<file path="config.mk">
export PLATFORM = sky130hd
export DESIGN_NAME = ccb_unit
export DESIGN_NICKNAME = d
export VERILOG_FILES = /design/src/hdl/ccb_cti_detect.v /design/src/hdl/ccb_unit.v
export VERILOG_INCLUDE_DIRS = /design/src /design/src/shared
export SDC_FILE = /design/constraint.sdc
export NUM_CORES = 1
export LEC_CHECK = 0
export BUFFER_PORTS_ARGS = -buffer_cell sky130_fd_sc_hd__buf_2
export CORE_UTILIZATION = 59
export CTS_BUF_LIST = sky130_fd_sc_hd__clkbuf_8
export DETAILED_ROUTE_END_ITERATION = 10
export PLACE_DENSITY = 0.85
export SLEW_MARGIN = 20
export SYNTH_ARGS = -nofsm -noshare
export SYNTH_HDL_FRONTEND = slang
export SYNTH_HIERARCHICAL = 1
export SYNTH_SLANG_ARGS = --single-unit
</file>
<file path="constraint.sdc">
create_clock -name clk_sys -period 7.45 [get_ports clk_sys]
set_input_delay 0.745 -clock clk_sys [delete_from_list [all_inputs] [get_ports clk_sys]]
set_output_delay 0.745 -clock clk_sys [all_outputs]
set_load 0.02 [all_outputs]
</file>
<file path="src/shared/ccb_map.vh">
`ifndef CCB_MAP_VH
`define CCB_MAP_VH
// instruction field positions
`define CCB_OP_HI        31
`define CCB_OP_LO        26
`define CCB_RS_HI        25
`define CCB_RS_LO        21
`define CCB_RT_HI        20
`define CCB_RT_LO        16
`define CCB_RD_HI        15
`define CCB_RD_LO        11
`define CCB_SA_HI        10
`define CCB_SA_LO        6
`define CCB_FN_HI        5
`define CCB_FN_LO        0
`define CCB_OFF16_HI     15
`define CCB_OFF21_HI     20
`define CCB_SIGN_BIT     31
`define CCB_CO_BIT       25
// primary opcodes
`define CCB_OP_SPECIAL   6'h00
`define CCB_OP_REGIMM    6'h01
`define CCB_OP_J         6'h02
`define CCB_OP_JAL       6'h03
`define CCB_OP_BEQ       6'h04
`define CCB_OP_BNE       6'h05
`define CCB_OP_UGE       6'h06
`define CCB_OP_ULT       6'h07
`define CCB_OP_EQ        6'h08
`define CCB_OP_COP0      6'h10
`define CCB_OP_COP1      6'h11
`define CCB_OP_COP2      6'h12
`define CCB_OP_BEQL      6'h14
`define CCB_OP_BNEL      6'h15
`define CCB_OP_LE_GE     6'h16
`define CCB_OP_GT_LT     6'h17
`define CCB_OP_NE        6'h18
`define CCB_OP_BC        6'h32
`define CCB_OP_ZERO_LONG 6'h36
`define CCB_OP_BALC      6'h3A
`define CCB_OP_NZ_LONG   6'h3E
// sub-field codes
`define CCB_REG_ZERO     5'h00
`define CCB_RT_LIKELY_GE 5'h03
`define CCB_FN_JR        6'h08
`define CCB_FN_JALR      6'h09
`define CCB_FN_SLL       6'h00
`define CCB_FN_ERET      6'h18
`define CCB_FN_DERET     6'h1F
`define CCB_FN_WAIT      6'h20
`define CCB_SA_PAUSE     5'h05
`define CCB_CP_BC_EQZ    5'h09
`define CCB_CP_BC_NEZ    5'h0D
`define CCB_CP2_BC_EQZ   5'h09
// branch kinds
`define CCB_K_NONE       4'h0
`define CCB_K_REGS_EQ    4'h1
`define CCB_K_REGS_NE    4'h2
`define CCB_K_S_LT       4'h3
`define CCB_K_S_GE       4'h4
`define CCB_K_U_LT       4'h5
`define CCB_K_U_GE       4'h6
`define CCB_K_BELOW_Z    4'h7
`define CCB_K_AT_BELOW_Z 4'h8
`define CCB_K_AT_ABOVE_Z 4'h9
`define CCB_K_ABOVE_Z    4'hA
`define CCB_K_IS_Z_LONG  4'hB
`define CCB_K_NZ_LONG    4'hC
`define CCB_K_LIKELY_GE  4'hD
`define CCB_K_LAST       13
// address step of one instruction
`define CCB_INSN_BYTES   32'h0000_0004
`endif

</file>
<file path="src/hdl/ccb_cti_detect.v">
`timescale 1ns/10ps
`default_nettype none
`include "ccb_map.vh"
module ccb_cti_detect (
    input  wire [31:0] instr,
    output wire        is_cti
);
    wire [5:0] op;
    wire [4:0] rs;
    wire [4:0] rt;
    wire [4:0] rd;
    wire [4:0] sa;
    wire [5:0] fn;
    reg        cti;

    assign op = instr[`CCB_OP_HI:`CCB_OP_LO];
    assign rs = instr[`CCB_RS_HI:`CCB_RS_LO];
    assign rt = instr[`CCB_RT_HI:`CCB_RT_LO];
    assign rd = instr[`CCB_RD_HI:`CCB_RD_LO];
    assign sa = instr[`CCB_SA_HI:`CCB_SA_LO];
    assign fn = instr[`CCB_FN_HI:`CCB_FN_LO];

    // branches, jumps, link-without-branch, returns, wait, pause
    always @* begin
        cti = 1'b0;
        case (op)
            `CCB_OP_SPECIAL: begin
                cti = (fn == `CCB_FN_JR) || (fn == `CCB_FN_JALR) ||
                      ((fn == `CCB_FN_SLL) && (rt == `CCB_REG_ZERO) &&
                       (rd == `CCB_REG_ZERO) && (sa == `CCB_SA_PAUSE));
            end
            `CCB_OP_REGIMM: begin
                // regimm branches and the link-without-branch form
                cti = (rt[3:2] == 2'b00);
            end
            `CCB_OP_COP0: begin
                cti = instr[`CCB_CO_BIT] &&
                      ((fn == `CCB_FN_ERET) || (fn == `CCB_FN_DERET) ||
                       (fn == `CCB_FN_WAIT));
            end
            `CCB_OP_COP1: begin
                cti = (rs == `CCB_CP_BC_EQZ) || (rs == `CCB_CP_BC_NEZ);
            end
            `CCB_OP_COP2: begin
                cti = (rs == `CCB_CP2_BC_EQZ) || (rs == `CCB_CP_BC_NEZ);
            end
            `CCB_OP_J, `CCB_OP_JAL, `CCB_OP_BEQ, `CCB_OP_BNE,
            `CCB_OP_UGE, `CCB_OP_ULT, `CCB_OP_EQ, `CCB_OP_NE,
            `CCB_OP_BEQL, `CCB_OP_BNEL, `CCB_OP_LE_GE, `CCB_OP_GT_LT,
            `CCB_OP_BC, `CCB_OP_BALC, `CCB_OP_ZERO_LONG,
            `CCB_OP_NZ_LONG: begin
                cti = 1'b1;
            end
            default: begin
                cti = 1'b0;
            end
        endcase
    end

    assign is_cti = cti;
endmodule // ccb_cti_detect
`default_nettype wire

</file>
<file path="src/hdl/ccb_unit.v">
// Overview of operation
// - opcode groups le_ge, gt_lt split by fields
// - 000111/000110 distinct nonzero: unsigned less, ge
// - 001000 with rs below rt: registers equal
// - 011000 with rs below rt: registers unequal
// - 110110 nonzero rs: is zero, 21-bit offset
// - 111110 nonzero rs: not zero, 21-bit offset
// - 16-bit offset except both long zero forms
// - target: sign-extended offset*4 plus next address
// - equal/unequal compare full 32 bits
// - signed compares use two's complement order
// - unsigned compares use plain magnitude order
// - short zero compares test rt signed
// - long zero compares test rs against zero
// - no delay slot; taken skips next instruction
// - control transfer in untaken forbidden slot: exception
// - which instructions count as control transfers
// - likely form: branch after slot, else nullify
// - likely form: 16-bit offset plus slot address
`timescale 1ns/10ps
`default_nettype none
`include "ccb_map.vh"
module ccb_unit (
    input  wire        clk_sys,
    input  wire        rst,
    input  wire        clk_en,
    input  wire        issue_valid,
    input  wire [31:0] issue_instr,
    input  wire [31:0] issue_pc,
    input  wire [31:0] first_source_val,
    input  wire [31:0] second_source_val,
    output reg         resolve_q,
    output reg         is_compact_q,
    output reg         taken_q,
    output reg  [3:0]  kind_q,
    output reg  [31:0] target_q,
    output reg  [31:0] fetch_pc_q,
    output reg         skip_next_q,
    output reg         nullify_slot_q,
    output reg         redirect_q,
    output reg  [31:0] redirect_pc_q,
    output reg         reserved_instr_exc_q,
    output reg  [31:0] exc_pc_q,
    output reg  [`CCB_K_LAST:1] kind_hit_q
);
    wire [5:0]  op;
    wire [4:0]  first_source_field;
    wire [4:0]  second_source_field;
    wire        rs_nz;
    wire        rt_nz;
    wire        rs_eq_rt;
    wire        rs_lt_rt;
    wire        is_cti;
    wire        slot_exc;
    wire        issue_ok;
    wire [31:0] seq_pc;
    wire [31:0] off_short;
    wire [31:0] off_long;
    wire [31:0] target_d;
    wire        regs_same;
    wire        signed_less;
    wire        unsigned_less;
    wire        rt_is_zero;
    wire        rt_is_neg;
    wire        rs_is_zero;
    wire        rs_is_neg;
    reg  [3:0]  kind_d;
    reg         long_off_d;
    reg         cond_d;
    reg         forbid_armed_q;
    reg         likely_pend_q;
    reg         likely_taken_q;
    reg  [31:0] likely_target_q;

    assign op = issue_instr[`CCB_OP_HI:`CCB_OP_LO];
    assign first_source_field  = issue_instr[`CCB_RS_HI:`CCB_RS_LO];
    assign second_source_field = issue_instr[`CCB_RT_HI:`CCB_RT_LO];
    assign rs_nz    = (first_source_field != `CCB_REG_ZERO);
    assign rt_nz    = (second_source_field != `CCB_REG_ZERO);
    assign rs_eq_rt = (first_source_field == second_source_field);
    assign rs_lt_rt = (first_source_field < second_source_field);

    ccb_cti_detect u_cti (
        .instr  (issue_instr),
        .is_cti (is_cti)
    );

    // control transfer in the forbidden slot of an untaken compact branch
    assign slot_exc = issue_valid && forbid_armed_q && is_cti;
    assign issue_ok = issue_valid && !slot_exc;

    // field decode of the compact and legacy branch encodings
    always @* begin
        kind_d     = `CCB_K_NONE;
        long_off_d = 1'b0;
        case (op)
            `CCB_OP_LE_GE: begin
                if (!rs_nz && rt_nz) begin
                    kind_d = `CCB_K_AT_BELOW_Z;
                end else if (rs_nz && rt_nz && rs_eq_rt) begin
                    kind_d = `CCB_K_AT_ABOVE_Z;
                end else if (rs_nz && rt_nz) begin
                    kind_d = `CCB_K_S_GE;
                end
            end
            `CCB_OP_GT_LT: begin
                if (!rs_nz && rt_nz) begin
                    kind_d = `CCB_K_ABOVE_Z;
                end else if (rs_nz && rt_nz && rs_eq_rt) begin
                    kind_d = `CCB_K_BELOW_Z;
                end else if (rs_nz && rt_nz) begin
                    kind_d = `CCB_K_S_LT;
                end
            end
            `CCB_OP_ULT: begin
                if (rs_nz && rt_nz && !rs_eq_rt) begin
                    kind_d = `CCB_K_U_LT;
                end
            end
            `CCB_OP_UGE: begin
                if (rs_nz && rt_nz && !rs_eq_rt) begin
                    kind_d = `CCB_K_U_GE;
                end
            end
            `CCB_OP_EQ: begin
                if (rs_nz && rt_nz && rs_lt_rt) begin
                    kind_d = `CCB_K_REGS_EQ;
                end
            end
            `CCB_OP_NE: begin
                if (rs_nz && rt_nz && rs_lt_rt) begin
                    kind_d = `CCB_K_REGS_NE;
                end
            end
            `CCB_OP_ZERO_LONG: begin
                if (rs_nz) begin
                    kind_d     = `CCB_K_IS_Z_LONG;
                    long_off_d = 1'b1;
                end
            end
            `CCB_OP_NZ_LONG: begin
                if (rs_nz) begin
                    kind_d     = `CCB_K_NZ_LONG;
                    long_off_d = 1'b1;
                end
            end
            `CCB_OP_REGIMM: begin
                if (second_source_field == `CCB_RT_LIKELY_GE) begin
                    kind_d = `CCB_K_LIKELY_GE;
                end
            end
            default: begin
                kind_d     = `CCB_K_NONE;
                long_off_d = 1'b0;
            end
        endcase
    end

    // operand comparisons on the full register values
    assign regs_same     = (first_source_val == second_source_val);
    assign signed_less   = ($signed(first_source_val) <
                            $signed(second_source_val));
    assign unsigned_less = (first_source_val < second_source_val);
    assign rt_is_zero    = (second_source_val == 32'h0000_0000);
    assign rt_is_neg     = second_source_val[`CCB_SIGN_BIT];
    assign rs_is_zero    = (first_source_val == 32'h0000_0000);
    assign rs_is_neg     = first_source_val[`CCB_SIGN_BIT];

    // branch condition per kind
    always @* begin
        cond_d = 1'b0;
        case (kind_d)
            `CCB_K_REGS_EQ: begin
                cond_d = regs_same;
            end
            `CCB_K_REGS_NE: begin
                cond_d = !regs_same;
            end
            `CCB_K_S_LT: begin
                cond_d = signed_less;
            end
            `CCB_K_S_GE: begin
                cond_d = !signed_less;
            end
            `CCB_K_U_LT: begin
                cond_d = unsigned_less;
            end
            `CCB_K_U_GE: begin
                cond_d = !unsigned_less;
            end
            `CCB_K_BELOW_Z: begin
                cond_d = rt_is_neg;
            end
            `CCB_K_AT_BELOW_Z: begin
                cond_d = rt_is_neg || rt_is_zero;
            end
            `CCB_K_AT_ABOVE_Z: begin
                cond_d = !rt_is_neg;
            end
            `CCB_K_ABOVE_Z: begin
                cond_d = !rt_is_neg && !rt_is_zero;
            end
            `CCB_K_IS_Z_LONG: begin
                cond_d = rs_is_zero;
            end
            `CCB_K_NZ_LONG: begin
                cond_d = !rs_is_zero;
            end
            `CCB_K_LIKELY_GE: begin
                cond_d = !rs_is_neg;
            end
            default: begin
                cond_d = 1'b0;
            end
        endcase
    end

    // pc-relative target from the following instruction's address
    assign seq_pc    = issue_pc + `CCB_INSN_BYTES;
    assign off_short = {{14{issue_instr[`CCB_OFF16_HI]}},
                        issue_instr[`CCB_OFF16_HI:0], 2'b00};
    assign off_long  = {{9{issue_instr[`CCB_OFF21_HI]}},
                        issue_instr[`CCB_OFF21_HI:0], 2'b00};
    assign target_d  = seq_pc + (long_off_d ? off_long : off_short);

    // resolve outputs, one cycle after the branch is issued
    always @(posedge clk_sys) begin
        if (rst) begin
            resolve_q      <= 1'b0;
            is_compact_q   <= 1'b0;
            taken_q        <= 1'b0;
            kind_q         <= `CCB_K_NONE;
            target_q       <= 32'h0000_0000;
            fetch_pc_q     <= 32'h0000_0000;
            skip_next_q    <= 1'b0;
            nullify_slot_q <= 1'b0;
        end else if (clk_en) begin
            resolve_q    <= issue_ok && (kind_d != `CCB_K_NONE);
            is_compact_q <= issue_ok && (kind_d != `CCB_K_NONE) &&
                            (kind_d != `CCB_K_LIKELY_GE);
            taken_q      <= issue_ok && cond_d;
            kind_q       <= issue_ok ? kind_d : `CCB_K_NONE;
            target_q     <= target_d;
            // taken selects the target, otherwise the next address
            fetch_pc_q   <= (issue_ok && cond_d) ? target_d : seq_pc;
            // a taken compact branch squashes the sequential instruction
            skip_next_q  <= issue_ok && cond_d &&
                            (kind_d != `CCB_K_LIKELY_GE);
            nullify_slot_q <= issue_ok && !cond_d &&
                              (kind_d == `CCB_K_LIKELY_GE);
        end
    end

    // forbidden slot tracking after an untaken compact branch
    always @(posedge clk_sys) begin
        if (rst) begin
            forbid_armed_q       <= 1'b0;
            reserved_instr_exc_q <= 1'b0;
            exc_pc_q             <= 32'h0000_0000;
        end else if (clk_en) begin
            reserved_instr_exc_q <= slot_exc;
            if (slot_exc) begin
                exc_pc_q <= issue_pc;
            end
            if (issue_valid) begin
                // arm only when not taken; a taken branch has no slot
                forbid_armed_q <= issue_ok && !cond_d &&
                                  (kind_d != `CCB_K_NONE) &&
                                  (kind_d != `CCB_K_LIKELY_GE);
            end
        end
    end

    // likely form: redirect once the delay-slot instruction issues
    always @(posedge clk_sys) begin
        if (rst) begin
            likely_pend_q   <= 1'b0;
            likely_taken_q  <= 1'b0;
            likely_target_q <= 32'h0000_0000;
            redirect_q      <= 1'b0;
            redirect_pc_q   <= 32'h0000_0000;
        end else if (clk_en) begin
            redirect_q <= 1'b0;
            if (likely_pend_q && issue_valid) begin
                // delay slot seen: branch after it, or it was nullified
                likely_pend_q <= 1'b0;
                redirect_q    <= likely_taken_q;
                redirect_pc_q <= likely_target_q;
            end else if (issue_ok && (kind_d == `CCB_K_LIKELY_GE)) begin
                likely_pend_q   <= 1'b1;
                likely_taken_q  <= cond_d;
                likely_target_q <= target_d;
            end else if (issue_ok && cond_d) begin
                // compact branch: redirect at once, no delay slot
                redirect_q    <= 1'b1;
                redirect_pc_q <= target_d;
            end
        end
    end

    // one flag per decoded branch kind
    genvar g;
    generate
        for (g = 1; g <= `CCB_K_LAST; g = g + 1) begin : g_hit
            localparam [3:0] KC = g;
            always @(posedge clk_sys) begin
                if (rst) begin
                    kind_hit_q[g] <= 1'b0;
                end else if (clk_en) begin
                    kind_hit_q[g] <= issue_ok && (kind_d == KC);
                end
            end
        end
    endgenerate
endmodule // ccb_unit
`default_nettype wire

</file>
==> results of run 1 <==
area by class of cell:
class / count / area (µm²) / area share, %
Multi-Input combinational cell: 1011 / 6340 / 51.2
Sequential cell: 185 / 3700 / 29.9
Timing Repair Buffer: 290 / 1480 / 11.9
Tap cell: 225 / 282 / 2.27
Clock buffer: 18 / 248 / 2.00
Inverter: 47 / 176 / 1.42
Clock inverter: 14 / 156 / 1.26
Antenna cell: 2 / 5.00 / 0.0404
logic make-up after synthesis:
logic type               Yosys count  synth area share [%]
flip-flops                       185                  35.3
buffers and inverters            116                  4.56
AND/OR/NAND/NOR                  537                  22.6
AO/OA/AOI/OAI                    289                  19.0
multiplexers                      55                  5.28
adder cells (fa/ha/maj)           68                  8.17
XOR/XNOR                          62                  5.17
worst min-delay path, stage by stage (launching register included):
cell and delay [ns]:
dfxtp_1 0.32, nand2_1 0.05, a21oi_1 0.05
cell usage in the layout (no fill, tap or decap), types with 31 or more instances in the layout:
cell type,n
a21oi_1,109
inv_1,47
ha_1,67
xnor2_1,40
nand3_1,31
a211oi_1,35
nand2_1,248
nor2_1,145
dfxtp_1,185
buf_2,281
mux2i_1,54
registers in the layout, indices dropped and copies added, names as in the netlist:
| name | flops |
|---|---|
| exc_pc_q | 32 |
| likely_target_q | 32 |
| redirect_pc_q | 32 |
| target_q | 32 |
| fetch_pc_q | 30 |
| kind_hit_q | 13 |
| kind_q | 4 |
| forbid_armed_q | 1 |
| is_compact_q | 1 |
| likely_pend_q | 1 |
| likely_taken_q | 1 |
| nullify_slot_q | 1 |
| redirect_q | 1 |
| reserved_instr_exc_q | 1 |
| resolve_q | 1 |
| skip_next_q | 1 |
| taken_q | 1 |
layer usage:
layer  global-route usage [%]  share of wire [%]  vias up
met5                        0                  0        -
met4                     15.0                3.3        0
met3                     6.17                7.8       71
met2                     58.2                 48      509
met1                     44.6                 41     4983
li1                         -                  -     5146
per-stage QoR:
stage	setup WS, ns	utilization, %	cells	area [µm²]	hold WS (ns)
global route	2.42	71.4	1792	12400	0.479
global placement	2.20	69.0	1758	12000	0.438
CTS	2.57	71.3	1790	12400	0.457
finish	2.81	71.4	1792	12400	0.456
detailed placement	2.08	69.0	1758	12000	0.443
floorplan	3.45	-	1312	10500	0.432
where the power goes:
part	leakage, nW	switching (mW)	internal (mW)
registers	1.50	0.0206	1.03
clock network	0.207	0.398	0.288
logic	3.73	0.357	0.195
total	5.44	0.775	1.51
path summary, 6_finish.rpt:
path / cells after the start / startpoint / end
worst max-delay path: 15 / issue_instr[30] / fetch_pc_q[29]
worst min-delay path: 2 / likely_target_q[25] / likely_target_q[25]
worst max register to register: 5 / forbid_armed_q / likely_target_q[23]
worst min register to register: 2 / likely_target_q[25] / likely_target_q[25]
==> impl_metrics.xml, run 1 <==
<?xml version="1.0" encoding="UTF-8"?>
<metrics>
  <group name="global_routing">
    <metric name="grt_first_pass_wirelength" unit="µm">50400</metric>
    <metric name="grt_pass1_vias" unit="">9893</metric>
    <metric name="globalRoute.totalOverflow" unit="">0</metric>
    <metric name="track_usage" unit="%">35.1</metric>
    <metric name="largest_net_degree_at_the_start_of_global_routing" unit="">102</metric>
    <metric name="initial_antenna_violation_count" unit="">2</metric>
  </group>
  <group name="setup_path">
    <metric name="timing.critical_path.max_delay_family" unit="">compound AO/OA/AOI/OAI gates</metric>
    <metric name="worst_path_max_delay_cell" unit="">a221oi_1</metric>
    <metric name="cp_data_arrival_time" unit="ns">4.95</metric>
    <metric name="timing.critical_path.to_type" unit="">flip-flop</metric>
    <metric name="required" unit="ns">7.76</metric>
    <metric name="critical_path.n_buffers_inverters" unit="">1</metric>
    <metric name="setup.worst_path.class" unit="">in2reg</metric>
    <metric name="critical_path.cell_chain" unit="">buf_2, nand4_1, a211oi_2, nor2b_1, a21o_1, ha_1, nand2_1, nand2b_1, a211oi_1, a21oi_1, a221oi_1, o21ai_0, o31a_1, xnor2_1, o221ai_1</metric>
    <metric name="worst_setup_sp_type" unit="">primary input</metric>
    <metric name="critPathMaxStageDelay" unit="ns">0.73</metric>
    <metric name="max_fo_critical_path" unit="">18</metric>
    <metric name="reg2reg_setup_slack" unit="ns">5.02</metric>
  </group>
  <group name="drt">
    <metric name="routed_wirelength" unit="µm">32200</metric>
    <metric name="post_drt_wl_per_cell" unit="µm">18.0</metric>
    <metric name="vias_per_cell" unit="">5.98</metric>
    <metric name="dr.pass1.iters" unit="">6</metric>
    <metric name="vias" unit="">10700</metric>
    <metric name="route.antenna.remaining_nets" unit="">0</metric>
    <metric name="drcViolationCount" unit="">0</metric>
    <metric name="drt_iter0_drc" unit="">983</metric>
  </group>
  <group name="layout">
    <metric name="area_growth_syn_to_layout" unit="%">18.0</metric>
    <metric name="fin_nets" unit="">1752</metric>
    <metric name="layout_cell_share_with_drive_strength_beyond_1" unit="%">21.8</metric>
    <metric name="layout.filler_cells" unit="">1460</metric>
  </group>
  <group name="power">
    <metric name="totalPowerFinal" unit="mW">2.28</metric>
    <metric name="max-vdd-ir-drop" unit="V">0.000187</metric>
    <metric name="cellLeakagePower" unit="nW">5.44</metric>
    <metric name="p_per_area" unit="mW/mm²">184</metric>
  </group>
  <group name="cts">
    <metric name="ctsResizeCount" unit="">0</metric>
    <metric name="max-clock-path-buffers" unit="">2</metric>
    <metric name="clk_root_buffer_cell" unit="">clkbuf_8</metric>
    <metric name="cts_tree" unit="">yes</metric>
    <metric name="cts_hold_repair.buffers" unit="">0</metric>
    <metric name="total_cts_buffers" unit="">17</metric>
    <metric name="cts_max_level" unit="">4</metric>
    <metric name="worst_skew_pair.late_latency" unit="ns">0.48</metric>
    <metric name="clock_sink_count" unit="">185</metric>
    <metric name="post_cts_buffers" unit="">0</metric>
    <metric name="cts.clk_slew.worst_paths" unit="ns">0.09</metric>
  </group>
  <group name="synth">
    <metric name="ys_dominant_reg_cell" unit="">dfxtp_1</metric>
    <metric name="yosys-top-cells-count" unit="">nand2_1 (249), dfxtp_1 (185), nor2_1 (148), a21oi_1 (109), ha_1 (67)</metric>
    <metric name="synth_area_leader_cell" unit="">dfxtp_1</metric>
    <metric name="syn-cell-area" unit="mm²">0.0105</metric>
    <metric name="synthesis.nets" unit="">1512</metric>
    <metric name="yosys-top-cells-area" unit="">dfxtp_1 (35%), nand2_1 (8.9%), ha_1 (8.0%), nor2_1 (5.3%), a21oi_1 (5.2%)</metric>
    <metric name="synth.ff_latch_count" unit="">185</metric>
    <metric name="most_frequent_cell_after_synthesis" unit="">nand2_1</metric>
    <metric name="syn_area_per_cell" unit="µm²">8.01</metric>
    <metric name="area_share_of_the_largest_cell_type_after_synthesis" unit="%">35.3</metric>
    <metric name="synthArstFlopShare" unit="%">0</metric>
    <metric name="synth_enable_flop_cells" unit="">0</metric>
    <metric name="seq_area_frac_synth" unit="%">35.3</metric>
    <metric name="synth_cells" unit="">1312</metric>
    <metric name="yosysWarningCount" unit="">6</metric>
    <metric name="synth_cell_type_count" unit="">72</metric>
  </group>
  <group name="timing">
    <metric name="unrepaired_setup_endpoints_after_global_routing" unit="">no</metric>
    <metric name="finalSetupViolations" unit="">0</metric>
    <metric name="totalNegativeSetupSlack" unit="ns">0</metric>
    <metric name="shortest_clock_period_the_worst_path_allows_after_layout" unit="ns">4.64</metric>
    <metric name="final-max-slew-violation-count" unit="">0</metric>
    <metric name="finalHoldViolCount" unit="">0</metric>
    <metric name="worstMarginPinSlew" unit="ns">1.16</metric>
    <metric name="highest_clock_rate" unit="GHz">0.216</metric>
    <metric name="slew_headroom" unit="%">22.5</metric>
    <metric name="finalCritPeriodShare" unit="%">62.3</metric>
    <metric name="finClkSkew" unit="ns">0.0155</metric>
  </group>
  <group name="run">
    <metric name="drv_cap" unit="">0</metric>
  </group>
  <group name="floorplanning">
    <metric name="core_area" unit="mm²">0.0174</metric>
    <metric name="fp.dieArea" unit="mm²">0.0183</metric>
    <metric name="io_pins" unit="">284</metric>
    <metric name="die_h" unit="µm">135</metric>
    <metric name="rows" unit="">48</metric>
    <metric name="die_x" unit="µm">135</metric>
    <metric name="floorplan.initialDensity" unit="%">60.5</metric>
  </group>
  <group name="min_path">
    <metric name="hold_class" unit="">reg2reg</metric>
  </group>
  <group name="placed_design">
    <metric name="place.gp.congestion" unit="">0.950</metric>
    <metric name="post-dp-hpwl" unit="µm">24300</metric>
    <metric name="io_buffers" unit="">283</metric>
  </group>
  <group name="status">
    <metric name="outcome" unit="">complete, no violations</metric>
  </group>
</metrics>
Note: power is estimated with default switching activity, not from simulation.
==> run 2, diff against run 1 <==
- ABC_AREA: not set -> 1
- CORE_UTILIZATION: 59 -> 56
- PLACE_DENSITY: 0.85 -> 0.8
- clock period: 7.45 -> 4.35 ns (I/O delays scaled with it)
==> run 2 against run 1 <==
Effect of this change:
- first-iteration DRC count rose by 16%
- clock power rose by 79%
- setup slack got worse by 2.2 ns
- via count rose by 19%
- critical path type unchanged
- largest power group unchanged
==> impl_metrics.xml, run 2 <==
<?xml version="1.0" encoding="UTF-8"?>
<metrics>
  <group name="timing">
    <metric name="final-max-slew-violation-count" unit="">0</metric>
    <metric name="finClkSkew" unit="ns">0.0291</metric>
    <metric name="slew_headroom" unit="%">38.1</metric>
    <metric name="unrepaired_setup_endpoints_after_global_routing" unit="">no</metric>
    <metric name="totalNegativeSetupSlack" unit="ns">0</metric>
    <metric name="highest_clock_rate" unit="GHz">0.267</metric>
    <metric name="shortest_clock_period_the_worst_path_allows_after_layout" unit="ns">3.75</metric>
    <metric name="finalSetupViolations" unit="">0</metric>
    <metric name="worstMarginPinSlew" unit="ns">0.929</metric>
    <metric name="finalWorstSetupSlack" unit="ns">0.602</metric>
    <metric name="finalCritPeriodShare" unit="%">86.2</metric>
    <metric name="finalHoldViolCount" unit="">0</metric>
  </group>
  <group name="synth">
    <metric name="synthArstFlopShare" unit="%">0</metric>
    <metric name="synth_enable_flop_cells" unit="">0</metric>
    <metric name="synth_cells" unit="">1811</metric>
    <metric name="synthesis.nets" unit="">2011</metric>
    <metric name="yosys-top-cells-count" unit="">nand2_1 (406), nor2_1 (236), inv_1 (226), dfxtp_1 (185), a21oi_1 (144)</metric>
    <metric name="yosys-top-cells-area" unit="">dfxtp_1 (31%), nand2_1 (13%), nor2_1 (7.5%), inv_1 (7.2%), ha_1 (7.1%)</metric>
    <metric name="syn_area_per_cell" unit="µm²">6.52</metric>
    <metric name="synth.ff_latch_count" unit="">185</metric>
    <metric name="syn-cell-area" unit="mm²">0.0118</metric>
    <metric name="area_share_of_the_largest_cell_type_after_synthesis" unit="%">31.4</metric>
    <metric name="ys_dominant_reg_cell" unit="">dfxtp_1</metric>
    <metric name="yosysWarningCount" unit="">6</metric>
    <metric name="synth_area_leader_cell" unit="">dfxtp_1</metric>
    <metric name="synth_cell_type_count" unit="">46</metric>
    <metric name="seq_area_frac_synth" unit="%">31.4</metric>
    <metric name="most_frequent_cell_after_synthesis" unit="">nand2_1</metric>
  </group>
  <group name="status">
    <metric name="outcome" unit="">complete, no violations</metric>
  </group>
  <group name="layout">
    <metric name="layout_commonest_cell" unit="">nand2_1</metric>
    <metric name="layout.area.seq" unit="mm²">0.00370</metric>
    <metric name="multiInputGateArea" unit="mm²">0.00684</metric>
    <metric name="layout_cell_share_with_drive_strength_beyond_1" unit="%">18.5</metric>
    <metric name="fin_nets" unit="">2261</metric>
    <metric name="layout.filler_cells" unit="">1928</metric>
    <metric name="area_growth_syn_to_layout" unit="%">17.1</metric>
    <metric name="fin_area" unit="mm²">0.0138</metric>
    <metric name="layout.cells.most_common_list" unit="">nand2_1 (406), buf_2 (283), nor2_1 (234)</metric>
    <metric name="postLayoutCoreUtil" unit="%">67.6</metric>
    <metric name="antenna_cells" unit="">0</metric>
  </group>
  <group name="cts">
    <metric name="total_cts_buffers" unit="">17</metric>
    <metric name="cts_hold_repair.buffers" unit="">0</metric>
    <metric name="clock_sink_count" unit="">185</metric>
    <metric name="cts.clk_slew.worst_paths" unit="ns">0.12</metric>
    <metric name="ctsResizeCount" unit="">0</metric>
    <metric name="cts_max_level" unit="">4</metric>
    <metric name="cts_tree" unit="">yes</metric>
    <metric name="max-clock-path-buffers" unit="">2</metric>
    <metric name="clk_root_buffer_cell" unit="">clkbuf_8</metric>
    <metric name="post_cts_buffers" unit="">0</metric>
    <metric name="worst_skew_pair.late_latency" unit="ns">0.50</metric>
  </group>
  <group name="drt">
    <metric name="vias_per_cell" unit="">5.43</metric>
    <metric name="drcViolationCount" unit="">0</metric>
    <metric name="dr.pass1.iters" unit="">5</metric>
    <metric name="route.antenna.remaining_nets" unit="">0</metric>
    <metric name="routed_wirelength" unit="µm">37900</metric>
    <metric name="post_drt_wl_per_cell" unit="µm">16.2</metric>
    <metric name="vias" unit="">12700</metric>
    <metric name="drt_iter0_drc" unit="">1138</metric>
  </group>
  <group name="placed_design">
    <metric name="post-place-ws" unit="ns">0.161</metric>
    <metric name="post-dp-hpwl" unit="µm">29200</metric>
    <metric name="io_buffers" unit="">283</metric>
    <metric name="place.gp.congestion" unit="">0.950</metric>
    <metric name="placed_instance_area" unit="mm²">0.0134</metric>
  </group>
  <group name="power">
    <metric name="share_comb_of_total_power" unit="%">26.2</metric>
    <metric name="intPower" unit="mW">2.55</metric>
    <metric name="max-vdd-ir-drop" unit="V">0.000275</metric>
    <metric name="power_frac_seq" unit="%">43.7</metric>
    <metric name="power_switching_share" unit="%">37.7</metric>
    <metric name="power.net_switching" unit="mW">1.54</metric>
    <metric name="cellLeakagePower" unit="nW">7.37</metric>
    <metric name="power_frac_clock" unit="%">30.1</metric>
    <metric name="p_per_area" unit="mW/mm²">296</metric>
  </group>
  <group name="floorplanning">
    <metric name="rows" unit="">52</metric>
    <metric name="die_x" unit="µm">147</metric>
    <metric name="io_pins" unit="">284</metric>
    <metric name="die_h" unit="µm">147</metric>
    <metric name="core_area" unit="mm²">0.0204</metric>
    <metric name="fp.dieArea" unit="mm²">0.0217</metric>
    <metric name="floorplan.initialDensity" unit="%">57.8</metric>
  </group>
  <group name="setup_path">
    <metric name="critical_path.n_buffers_inverters" unit="">3</metric>
    <metric name="timing.critical_path.to_type" unit="">flip-flop</metric>
    <metric name="max_fo_critical_path" unit="">4</metric>
    <metric name="critPathMaxStageDelay" unit="ns">0.41</metric>
    <metric name="critical_path.cell_chain" unit="">buf_2, nand4_1, nor2_1, nand3_1, nor2_1, nand3_1, nand3b_1, nor3_1, xor2_1, inv_1, ha_1, nand2_1, nor2_1, inv_1, nor2_1, nand4_1, nand3_1, xor2_1, nand3_1, nand3_1, a21oi_1</metric>
    <metric name="worst_path_max_delay_cell" unit="">xor2_1</metric>
    <metric name="cp_data_arrival_time" unit="ns">4.08</metric>
    <metric name="required" unit="ns">4.68</metric>
    <metric name="setup.worst_path.class" unit="">in2reg</metric>
    <metric name="reg2reg_setup_slack" unit="ns">2.08</metric>
    <metric name="worst_setup_sp_type" unit="">primary input</metric>
    <metric name="timing.critical_path.max_delay_family" unit="">simple AND/OR/NAND/NOR gates</metric>
    <metric name="cp_most_frequent_cell" unit="">nand3_1</metric>
  </group>
  <group name="global_routing">
    <metric name="grt_pass1_vias" unit="">11800</metric>
    <metric name="largest_net_degree_at_the_start_of_global_routing" unit="">94</metric>
    <metric name="grt_first_pass_wirelength" unit="µm">60600</metric>
    <metric name="globalRoute.totalOverflow" unit="">0</metric>
    <metric name="track_usage" unit="%">35.2</metric>
    <metric name="initial_antenna_violation_count" unit="">0</metric>
  </group>
  <group name="run">
    <metric name="drv_cap" unit="">0</metric>
  </group>
  <group name="min_path">
    <metric name="hold_class" unit="">in2reg</metric>
  </group>
</metrics>
## run 2: cell count changes after synthesis, sizes merged, moves of 55 or more
| cell | previous run | this run |
|---|---|---|
| nand2 | 249 | 411 |
| mux2i | 55 | 0 |
| nor2 | 148 | 244 |
| inv | 46 | 234 |
| nand3 | 31 | 123 |
| o21ai | 27 | 112 |
## run 2: cell families (layout without fill, tap and decap cells)
| logic type | Yosys count | after routing | synth area share (%) |
|---|---|---|---|
| and+or+nand+nor | 875 | 875 | 32.2 |
| AOI/OAI and AO/OA | 321 | 321 | 15.1 |
| buffers and inverters | 316 | 579 | 10.7 |
| DFF | 185 | 185 | 31.4 |
| adders and majority gates | 68 | 68 | 7.27 |
| xor gates and xnor gates | 46 | 46 | 3.41 |
## run 2: worst paths after layout
path	start	to	cells past startpoint
setup / recovery	issue_pc[4]	fetch_pc_q[26]	21
hold reg to reg	kind_hit_q[2]	kind_hit_q[2]	2
setup reg to reg	forbid_armed_q	likely_target_q[30]	11
hold / removal	issue_pc[24]	exc_pc_q[24]	3
## run 2: metrics by stage
stage	std cells	total power, mW	hold slack, ns
after floorplan	1811	2.46	0.434
after global placement	2312	2.86	0.448
after detailed placement	2312	2.87	0.455
after CTS	2344	4.07	0.212
after global routing	2344	4.27	0.234
final	2344	4.09	0.226
## run 2: area by class of cell
| type | count | area share, % |
|---|---|---|
| tap | 270 | 2.44 |
| timing repair buffer | 308 | 11.6 |
| clock inverter | 15 | 1.39 |
| sequential | 185 | 26.8 |
| multi-input combinational | 1310 | 49.5 |
| clock buffer | 17 | 1.69 |
| inverter | 239 | 6.53 |
## run 2: routing by layer
metal / global-route usage, % / vias to the layer above / wire [µm] / share of wire (%)
met2: 54.1 / 568 / 16500 / 44
met3: 5.68 / 43 / 3300 / 8.7
met4: 9.33 / 0 / 702 / 1.9
li1: - / 6345 / - / -
met1: 50.9 / 5764 / 17300 / 46
met5: 0 / - / 0 / 0
## run 2: worst reg2reg max path: cells and delay by family, from the launching register on
kind / cells / cell delay, ns
simple gates: 5 / 0.93
flops: 1 / 0.33
buf+inv: 5 / 0.83
compound gates: 1 / 0.12
## run 2: power groups by stage
stage	logic [mW]	registers (mW)	clock network, mW
final	1.07	1.79	1.23
after floorplan	0.570	1.89	0
after global placement	1.03	1.82	0
after detailed placement	1.04	1.82	0
after CTS	1.05	1.79	1.23
after global routing	1.18	1.79	1.31
